===== src/pkg/uart_irq_enable_defs.vh =====
/*
 * Constants for the per-channel interrupt mask, feature and
 * flow-character registers and the chip-wide FIFO ready summary.
 * Assumes an 8-bit parallel register port addressed by a channel
 * select and a three-bit register address.
 */
`ifndef UART_IRQ_ENABLE_DEFS_VH
`define UART_IRQ_ENABLE_DEFS_VH

// ==============================================
// Register addresses
`define ADDR_HOLD        3'h0
`define ADDR_MASK        3'h1
`define ADDR_SOURCE      3'h2
`define ADDR_FEATURE     3'h2
`define ADDR_LSTAT       3'h5
`define ADDR_MSTAT       3'h6
`define ADDR_RESUME1     3'h4
`define ADDR_RESUME2     3'h5
`define ADDR_PAUSE1      3'h6
`define ADDR_PAUSE2      3'h7
`define LCR_ENH_KEY      8'hBF
`define LCR_DIV_BIT      7

// ==============================================
// Reset values
`define MASK_RST         8'h00
`define FEATURE_RST      8'h00
`define CHAR_RST         8'h00

// ==============================================
// Field positions
`define MB_RX            0
`define MB_TX            1
`define MB_LINE          2
`define MB_MODEM         3
`define MB_SLEEP         4
`define MB_PAUSE         5
`define MB_RTS           6
`define MB_CTS           7
`define FB_ENH           4
`define FB_SPECIAL       5
`define FB_AUTO_RTS      6
`define FB_AUTO_CTS      7

// ==============================================
// Source register codes, bits 5:0
`define SRC_LINE         6'h06
`define SRC_RX           6'h04
`define SRC_TX           6'h02
`define SRC_MODEM        6'h00
`define SRC_PAUSE        6'h10
`define SRC_FLOW         6'h20
`define SRC_NONE         6'h01

`endif


===== src/chan_irq_qual.v =====
/*
 * Interrupt qualification for one channel: sticky event flags,
 * enable gating and priority coding of the source register.
 * Assumes all status inputs are synchronous to clk and that the
 * read and write pulses last one cycle.
 */
`timescale 1ns/1ps
`default_nettype none
`include "uart_irq_enable_defs.vh"

module chan_irq_qual (
	input  wire       clk,
	input  wire       rst_b,
	input  wire [7:0] mask,
	input  wire [7:0] feat,
	input  wire       fifo_en,
	input  wire       rx_nonempty,
	input  wire       rx_at_trig,
	input  wire       thr_empty,
	input  wire       tx_below_trig,
	input  wire       overrun_evt,
	input  wire [2:0] head_err,
	input  wire       modem_any,
	input  wire       pause_evt,
	input  wire       resume_evt,
	input  wire       rts_out,
	input  wire       cts_in,
	input  wire       isr_rd,
	input  wire       lsr_rd,
	input  wire       msr_rd,
	input  wire       thr_wr,
	output wire       irq_req,
	output reg  [7:0] isr_val,
	output wire       overrun_flag
);

	// ==============================================
	// Flags
	reg  tx_prev_ff;
	reg  mask_tx_prev_ff;
	reg  cts_prev_ff;
	reg  rts_prev_ff;
	reg  tx_flag_ff;
	reg  ovr_flag_ff;
	reg  pause_flag_ff;
	reg  flow_flag_ff;
	wire enh;
	wire rx_cond;
	wire tx_cond;
	wire tx_set;
	wire flow_set;
	wire line_req;
	wire rx_req;
	wire tx_req;
	wire modem_req;
	wire pause_req;
	wire flow_req;

	assign enh      = feat[`FB_ENH];
	assign rx_cond  = fifo_en ? rx_at_trig : rx_nonempty;
	assign tx_cond  = fifo_en ? tx_below_trig : thr_empty;
	assign tx_set   = (tx_cond & ~tx_prev_ff) | (tx_cond & mask[`MB_TX] & ~mask_tx_prev_ff);
	assign flow_set = (feat[`FB_AUTO_RTS] & rts_out & ~rts_prev_ff)
	                | (feat[`FB_AUTO_CTS] & cts_in & ~cts_prev_ff);

	always @(posedge clk or negedge rst_b) begin
		if (!rst_b) begin
			tx_prev_ff      <= 1'b0;
			mask_tx_prev_ff <= 1'b0;
			cts_prev_ff     <= 1'b0;
			rts_prev_ff     <= 1'b0;
			tx_flag_ff      <= 1'b0;
			ovr_flag_ff     <= 1'b0;
			pause_flag_ff   <= 1'b0;
			flow_flag_ff    <= 1'b0;
		end else begin
			tx_prev_ff      <= tx_cond;
			mask_tx_prev_ff <= mask[`MB_TX];
			cts_prev_ff     <= cts_in;
			rts_prev_ff     <= rts_out;
			// Set beats a clear arriving in the same cycle
			if (tx_set)
				tx_flag_ff <= 1'b1;
			else if (isr_rd | thr_wr | ~tx_cond)
				tx_flag_ff <= 1'b0;
			if (overrun_evt)
				ovr_flag_ff <= 1'b1;
			else if (lsr_rd)
				ovr_flag_ff <= 1'b0;
			if (pause_evt)
				pause_flag_ff <= 1'b1;
			else if (isr_rd | resume_evt)
				pause_flag_ff <= 1'b0;
			if (flow_set)
				flow_flag_ff <= 1'b1;
			else if (msr_rd)
				flow_flag_ff <= 1'b0;
		end
	end

	// ==============================================
	// Gating and priority
	assign line_req  = mask[`MB_LINE] & (ovr_flag_ff | (|head_err));
	assign rx_req    = mask[`MB_RX] & rx_cond;
	assign tx_req    = mask[`MB_TX] & tx_flag_ff;
	assign modem_req = mask[`MB_MODEM] & modem_any;
	assign pause_req = enh & mask[`MB_PAUSE] & pause_flag_ff;
	assign flow_req  = enh & mask[`MB_RTS] & mask[`MB_CTS] ? flow_flag_ff
	                 : enh & (mask[`MB_RTS] | mask[`MB_CTS]) & flow_flag_ff;
	assign irq_req   = line_req | rx_req | tx_req | modem_req | pause_req | flow_req;
	assign overrun_flag = ovr_flag_ff;

	always @* begin
		isr_val[7:6] = {2{fifo_en}};
		if (line_req)
			isr_val[5:0] = `SRC_LINE;
		else if (rx_req)
			isr_val[5:0] = `SRC_RX;
		else if (tx_req)
			isr_val[5:0] = `SRC_TX;
		else if (modem_req)
			isr_val[5:0] = `SRC_MODEM;
		else if (pause_req)
			isr_val[5:0] = `SRC_PAUSE;
		else if (flow_req)
			isr_val[5:0] = `SRC_FLOW;
		else
			isr_val[5:0] = `SRC_NONE;
	end

endmodule // chan_irq_qual
`default_nettype wire


===== src/uart_irq_enable.v =====
/*
 * Four-channel interrupt mask, feature control and flow character
 * registers, line status assembly and the FIFO ready summary read.
 * Assumes the register port strobes are one-cycle pulses synchronous
 * to clk, and that FIFO, shifter and modem state come from the rest
 * of each channel.
 */
`timescale 1ns/1ps
`default_nettype none
`include "uart_irq_enable_defs.vh"

module uart_irq_enable #(
	parameter NCH = 4
) (
	input  wire           clk,
	input  wire           rst_b,
	input  wire [1:0]     bus_chan,
	input  wire [2:0]     bus_addr,
	input  wire           bus_rd,
	input  wire           bus_wr,
	input  wire [7:0]     bus_wdata,
	input  wire           summary_select_pin_n,
	input  wire [8*NCH-1:0] line_control_reg,
	input  wire [NCH-1:0] fifo_en,
	input  wire [NCH-1:0] rx_nonempty,
	input  wire [NCH-1:0] rx_at_trig,
	input  wire [NCH-1:0] thr_empty,
	input  wire [NCH-1:0] tsr_empty,
	input  wire [NCH-1:0] tx_below_trig,
	input  wire [NCH-1:0] overrun_evt,
	input  wire [3*NCH-1:0] head_err,
	input  wire [NCH-1:0] fifo_err_any,
	input  wire [NCH-1:0] modem_any,
	input  wire [NCH-1:0] pause_evt,
	input  wire [NCH-1:0] resume_evt,
	input  wire [NCH-1:0] rts_out,
	input  wire [NCH-1:0] cts_in,
	output reg  [7:0]     rdata_ff,
	output reg  [NCH-1:0] irq_ff,
	output reg  [NCH-1:0] sleep_en_ff,
	output wire [8*NCH-1:0] feature_ctl,
	output wire [8*NCH-1:0] resume_first,
	output wire [8*NCH-1:0] resume_second,
	output wire [8*NCH-1:0] pause_first,
	output wire [8*NCH-1:0] pause_second
);

	// ==============================================
	// Flattened per-channel views
	wire [8*NCH-1:0] mask_all;
	wire [8*NCH-1:0] isr_all;
	wire [8*NCH-1:0] lsr_all;
	wire [NCH-1:0]   irq_req;
	wire [NCH-1:0]   rx_ready_n;
	wire [NCH-1:0]   tx_ready_n;
	wire [7:0]       lcr_sel;
	wire             enh_sel;
	wire             std_sel;
	reg  [7:0]       nxt_rdata;

	assign lcr_sel = line_control_reg[{bus_chan, 3'b000} +: 8];
	assign enh_sel = (lcr_sel == `LCR_ENH_KEY);
	assign std_sel = ~lcr_sel[`LCR_DIV_BIT];

	// ==============================================
	// Channel registers
	genvar i;
	generate
		for (i = 0; i < NCH; i = i + 1) begin : chan
			reg  [7:0] mask_ff;
			reg  [7:0] feat_ff;
			reg  [7:0] res1_ff;
			reg  [7:0] res2_ff;
			reg  [7:0] pau1_ff;
			reg  [7:0] pau2_ff;
			reg  [7:0] nxt_mask;
			wire       here;
			wire       lcr_key;
			wire       lcr_std;
			wire       wr_std;
			wire       wr_enh;
			wire       isr_rd;
			wire       lsr_rd;
			wire       msr_rd;
			wire       thr_wr;
			wire       enh_on;

			assign here    = summary_select_pin_n & ({30'h0, bus_chan} == i);
			assign lcr_key = (line_control_reg[8*i +: 8] == `LCR_ENH_KEY);
			assign lcr_std = ~line_control_reg[8*i + `LCR_DIV_BIT];
			assign wr_std  = here & bus_wr & lcr_std;
			assign wr_enh  = here & bus_wr & lcr_key;
			assign isr_rd  = here & bus_rd & lcr_std & (bus_addr == `ADDR_SOURCE);
			assign lsr_rd  = here & bus_rd & lcr_std & (bus_addr == `ADDR_LSTAT);
			assign msr_rd  = here & bus_rd & lcr_std & (bus_addr == `ADDR_MSTAT);
			assign thr_wr  = wr_std & (bus_addr == `ADDR_HOLD);
			assign enh_on  = feat_ff[`FB_ENH];

			// Upper mask bits keep their value unless enhanced mode is on
			always @* begin
				nxt_mask[3:0] = bus_wdata[3:0];
				nxt_mask[7:4] = enh_on ? bus_wdata[7:4] : mask_ff[7:4];
			end

			always @(posedge clk or negedge rst_b) begin
				if (!rst_b) begin
					mask_ff <= `MASK_RST;
					feat_ff <= `FEATURE_RST;
					res1_ff <= `CHAR_RST;
					res2_ff <= `CHAR_RST;
					pau1_ff <= `CHAR_RST;
					pau2_ff <= `CHAR_RST;
				end else begin
					if (wr_std & (bus_addr == `ADDR_MASK))
						mask_ff <= nxt_mask;
					if (wr_enh & (bus_addr == `ADDR_FEATURE))
						feat_ff <= bus_wdata;
					if (wr_enh & (bus_addr == `ADDR_RESUME1))
						res1_ff <= bus_wdata;
					if (wr_enh & (bus_addr == `ADDR_RESUME2))
						res2_ff <= bus_wdata;
					if (wr_enh & (bus_addr == `ADDR_PAUSE1))
						pau1_ff <= bus_wdata;
					if (wr_enh & (bus_addr == `ADDR_PAUSE2))
						pau2_ff <= bus_wdata;
				end
			end

			wire [7:0] isr_raw;
			wire       ovr_flag;

			chan_irq_qual u_qual (
				.clk           (clk),
				.rst_b         (rst_b),
				.mask          (mask_ff),
				.feat          (feat_ff),
				.fifo_en       (fifo_en[i]),
				.rx_nonempty   (rx_nonempty[i]),
				.rx_at_trig    (rx_at_trig[i]),
				.thr_empty     (thr_empty[i]),
				.tx_below_trig (tx_below_trig[i]),
				.overrun_evt   (overrun_evt[i]),
				.head_err      (head_err[3*i +: 3]),
				.modem_any     (modem_any[i]),
				.pause_evt     (pause_evt[i]),
				.resume_evt    (resume_evt[i]),
				.rts_out       (rts_out[i]),
				.cts_in        (cts_in[i]),
				.isr_rd        (isr_rd),
				.lsr_rd        (lsr_rd),
				.msr_rd        (msr_rd),
				.thr_wr        (thr_wr),
				.irq_req       (irq_req[i]),
				.isr_val       (isr_raw),
				.overrun_flag  (ovr_flag)
			);

			// Enhanced source bits read as zero without enhanced mode
			assign isr_all[8*i +: 8] = {isr_raw[7:6], isr_raw[5:4] & {2{enh_on}},
			                            isr_raw[3:0]};

			// Polled mode sees receiver and transmitter on separate bits
			assign lsr_all[8*i +: 8] = {
				fifo_err_any[i],
				thr_empty[i] & tsr_empty[i],
				thr_empty[i],
				head_err[3*i +: 3],
				ovr_flag,
				rx_nonempty[i]
			};

			assign rx_ready_n[i] = ~(fifo_en[i] ? rx_at_trig[i] : rx_nonempty[i]);
			assign tx_ready_n[i] = ~(fifo_en[i] ? tx_below_trig[i] : thr_empty[i]);

			assign mask_all[8*i +: 8]      = mask_ff;
			assign feature_ctl[8*i +: 8]   = feat_ff;
			assign resume_first[8*i +: 8]  = res1_ff;
			assign resume_second[8*i +: 8] = res2_ff;
			assign pause_first[8*i +: 8]   = pau1_ff;
			assign pause_second[8*i +: 8]  = pau2_ff;
		end
	endgenerate

	// ==============================================
	// Read path
	// Data are registered, so they appear one cycle after the read strobe
	always @* begin
		nxt_rdata = rdata_ff;
		if (bus_rd) begin
			nxt_rdata = 8'h00;
			if (!summary_select_pin_n)
				nxt_rdata = {rx_ready_n[3:0], tx_ready_n[3:0]};
			else if (enh_sel) begin
				case (bus_addr)
				`ADDR_FEATURE: nxt_rdata = feature_ctl[{bus_chan, 3'b000} +: 8];
				`ADDR_RESUME1: nxt_rdata = resume_first[{bus_chan, 3'b000} +: 8];
				`ADDR_RESUME2: nxt_rdata = resume_second[{bus_chan, 3'b000} +: 8];
				`ADDR_PAUSE1:  nxt_rdata = pause_first[{bus_chan, 3'b000} +: 8];
				`ADDR_PAUSE2:  nxt_rdata = pause_second[{bus_chan, 3'b000} +: 8];
				default:       nxt_rdata = 8'h00;
				endcase
			end else if (std_sel) begin
				case (bus_addr)
				`ADDR_MASK:   nxt_rdata = mask_all[{bus_chan, 3'b000} +: 8];
				`ADDR_SOURCE: nxt_rdata = isr_all[{bus_chan, 3'b000} +: 8];
				`ADDR_LSTAT:  nxt_rdata = lsr_all[{bus_chan, 3'b000} +: 8];
				default:      nxt_rdata = 8'h00;
				endcase
			end
		end
	end

	// ==============================================
	// Output flops
	integer k;
	always @(posedge clk or negedge rst_b) begin
		if (!rst_b) begin
			rdata_ff    <= 8'h00;
			irq_ff      <= {NCH{1'b0}};
			sleep_en_ff <= {NCH{1'b0}};
		end else begin
			rdata_ff <= nxt_rdata;
			irq_ff   <= irq_req;
			for (k = 0; k < NCH; k = k + 1) begin
				sleep_en_ff[k] <= mask_all[8*k + `MB_SLEEP] & feature_ctl[8*k + `FB_ENH];
			end
		end
	end

endmodule // uart_irq_enable
`default_nettype wire


===== config.mk =====
export PLATFORM = sky130hd
export DESIGN_NAME = uart_irq_enable
export DESIGN_NICKNAME = d
export VERILOG_FILES = /design/src/chan_irq_qual.v /design/src/uart_irq_enable.v
export VERILOG_INCLUDE_DIRS = /design/src /design/src/pkg
export SDC_FILE = /design/constraint.sdc
export NUM_CORES = 1
export LEC_CHECK = 0
export BUFFER_PORTS_ARGS = -buffer_cell sky130_fd_sc_hd__buf_2
export CAP_MARGIN = 20
export CORE_AREA = 2 2 146 177
export CTS_CLUSTER_DIAMETER = 40
export DETAILED_ROUTE_END_ITERATION = 8
export DIE_AREA = 0 0 148 179
export GPL_ROUTABILITY_DRIVEN = 0
export HOLD_SLACK_MARGIN = 0.03
export PLACE_DENSITY = 0.77
export SLEW_MARGIN = 0
export SYNTH_ARGS = -nofsm -noshare
export SYNTH_HDL_FRONTEND = slang
export SYNTH_HIERARCHICAL = 1
export SYNTH_SLANG_ARGS = --single-unit
export TNS_END_PERCENT = 5

===== constraint.sdc =====
create_clock -name clk -period 3.5 [get_ports clk]
set_clock_uncertainty 0.15 [all_clocks]
set_input_delay 0.7 -clock clk [delete_from_list [all_inputs] [get_ports clk]]
set_output_delay 0.7 -clock clk [all_outputs]
set_load 0.005 [all_outputs]

==> key figures <==
Final layout
  – Synth-to-Final Area Change: 22.2%
  – Layout cell share with drive strength beyond 1: 48.9%
  – Most common cell after layout, fill and taps aside: buf_2
  – Most frequent cells in the layout: 288 x buf_2, 240 x dfrtp_1, 188 x mux2_2, 59 x nand2_1, 42 x nor2_1
  – Layout Nets: 1375
  – Final Cell Area: 15000 um^2

Setup path
  – CP peak stage delay: 0.48 ns
  – Worst path slowest cell: and3_1
  – CP Launch Type: primary input
  – Kind of critical path: primary input to flip-flop
  – Arrival time worst endpoint: 2.81 ns
  – CP max FO: 9
  – CP Cell Sequence: buf_2 > or2_1 > nor3_1 > and3_1 > nand2_2 > mux2_2
  – Crit. End Element: flip-flop
  – CP Data Required Time: 3.78 ns

Timing
  – Unrepaired setup endpoints after global routing: no
  – Setup violations, final: 0
  – Max-slew headroom: 55.9%
  – Worst-Margin Slew: 0.662 ns
  – Final min period: 2.54 ns
  – Final Hold Violating Endpoints: 0
  – Setup TNS: 0 ns
  – Final Max Slew Viols: 0
  – Final period util: 72.5%
  – FMAX: 0.394 GHz

Floorplan
  – Die ar.: 26500 um^2
  – Core Region: 25000 um^2
  – Die width: 148 um
  – Die H: 179 um
  – I/O Pins: 290
  – # rows: 64
  – Initial core utilization: 49.1%

Synthesis
  – Syn avg cell area: 12.4 um^2
  – Synth Instances: 988
  – Post-synth EDFFs: 0
  – Primary FF master, synth: dfrtp_1
  – Post-synthesis register bit count: 240
  – Ranking of synthesized cells by area: dfrtp_1 49%, mux2_2 17%, mux4_2 7.3%
  – Yosys warns: 6
  – Register area share after synthesis: 49.0%
  – Post-synth top area cell: dfrtp_1
  – Share of flip-flops with an asynchronous set or reset: 100%
  – Synth Net Count: 1102
  – Synth top area share: 49.0%
  – Post-synth cell types: 64
  – Mapped Area: 12300 um^2

Placed design
  – Dpl hpwl: 30.2 mm
  – Port bufs: 289
  – Placed inst area: 14000 um^2

Global route
  – Overall Global Routing Usage: 30.7%
  – Remaining Overflow, GRT: 0
  – First-pass GRT wire length: 61.0 mm
  – Largest net degree at the start of global routing: 76
  – Initial antenna violation count: 3
  – Vias in the first global route: 10200

Route
  – Via Count: 9942
  – Via-per-instance ratio: 6.15
  – First drt pass iteration count: 7
  – DR iter-0 viols: 1041
  – Post-route ant nets: 0
  – DRC violations left: 0
  – Per-cell routed wire length: 25.5 um
  – Routed WL: 41.3 mm

Clocking
  – Clk buf depth: 3
  – Postcts setup bufs: 0
  – Reg clk slew, reported paths: 0.06 ns
  – Clk_lat worst skew: 0.57 ns
  – # clock sinks: 240
  – CTS root buf: clkbuf_16
  – TritonCTS buffer count: 31
  – CTS HTree Levels: 1
  – CTS tree: yes

Min path
  – Hold Path Class: primary input to flip-flop

Power and ir drop
  – Leakage: 0.00760 uW
  – Maximum VDD drop: 0.385 mV
  – PD cells: 441 nW/um^2

Run status
  – Status: finished clean

Job
  – Number of max-cap violations: 0
[worst max-delay path, delay by kind of cell]
kind	cells	cell delay [ns]
buf+inv	1	0.20
mux	1	0.36
simple gates	4	1.56
[area by class of cell]
cell class / instances / area (um^2)
Timing Repair Buffer: 311 / 1670
Clock inverter: 19 / 200
Fill cell: 2064 / 10000
Clock buffer: 37 / 798
Tap cell: 330 / 413
Antenna cell: 3 / 7.51
Multi-Input combinational cell: 651 / 5780
Sequential cell: 240 / 6010
Inverter: 26 / 97.6
[repair_timing]
action	CTS	global route
endpoints found under the hold margin	59	0
resized for setup	0	0
hold buffers	1	0
[synthesized netlist by cell type, types with 5 or more instances]
cell	n
dfrtp_1	240
a21o_1	9
nand2b_1	5
mux2_1	13
nand3b_1	5
nand2_2	11
inv_1	25
nor2_1	42
a22oi_1	10
buf_2	16
o221ai_1	8
mux2i_1	26
mux2_2	188
or3_1	6
a21oi_1	30
clkbuf_1	30
o22ai_1	19
o21ai_0	26
nand3_1	20
nand4_1	7
nor2b_1	5
a31oi_1	14
mux4_2	40
buf_4	19
nor3_1	17
and2_1	9
a211oi_1	6
nand2_1	59
[power breakdown]
| group | total, uW | leakage (uW) | internal [uW] | switching [uW] |
|---|---|---|---|---|
| Combinational | 616 | 0.00388 | 228 | 388 |
| Sequential | 2890 | 0.00324 | 2840 | 48.5 |
| Clock | 3100 | 0.000485 | 1810 | 1290 |
| Total | 6600 | 0.00760 | 4870 | 1730 |
[layer usage]
layer	track usage, %	wire length [um]	vias up
met5	0	0	-
met4	16.8	2280	0
met3	7.07	3980	153
met2	49.6	19800	617
met1	38.6	15200	4954
li1	-	-	4218
[stage by stage]
stage	instances	worst slack [ns]	hold WS, ns	total power, uW	util (%)
after global routing	1617	1.00	0.0981	6800	59.9
final	1617	0.962	0.101	6600	59.9
after global placement	1557	0.579	0.280	3520	55.9
after CTS	1614	1.09	0.0908	6610	59.9
after floorplan	988	1.13	0.254	3240	-
after detailed placement	1557	0.538	0.287	3530	55.9
[cells by family (layout without fill, tap and decap cells)]
group           count (synthesis)  after routing  share of synthesized area [%]
flops                         240            240                           49.0
mux                           267            267                           27.9
buf+inv                        97            393                           3.84
simple gates                  216            216                           9.43
compound gates                164            164                           9.67
other cells                     4              7                          0.122
[registers in the layout (all words and copies together) (netlist names), 8 cells and up]
register      flops
chan.feat_ff     32
chan.mask_ff     32
chan.pau1_ff     32
chan.pau2_ff     32
chan.res1_ff     32
chan.res2_ff     32
rdata_ff          8
[path summary, 6_finish.rpt]
path | to | slack (ns) | depth (start not counted) | start
min in group asynchronous | chan[1].mask_ff[0]$_DFFE_PN0P_ | 0.54 | 2 | rst_b
min | chan[1].u_qual/rts_prev_ff$_DFF_PN0_ | 0.10 | 1 | rts_out[1]
max reg2reg | rdata_ff[5]$_DFFE_PN0P_ | 1.20 | 7 | chan[2].u_qual/overrun_flag$_DFFE_PN0P_
max | chan[0].feat_ff[7]$_DFFE_PN0P_ | 0.96 | 6 | bus_chan[0]
max in group asynchronous | chan[3].feat_ff[5]$_DFFE_PN0P_ | 1.77 | 3 | rst_b
min reg2reg | chan[3].u_qual/mask_tx_prev_ff$_DFF_PN0_ | 0.29 | 0 | chan[3].mask_ff[1]$_DFFE_PN0P_
Power figures use the tool's default switching activity.
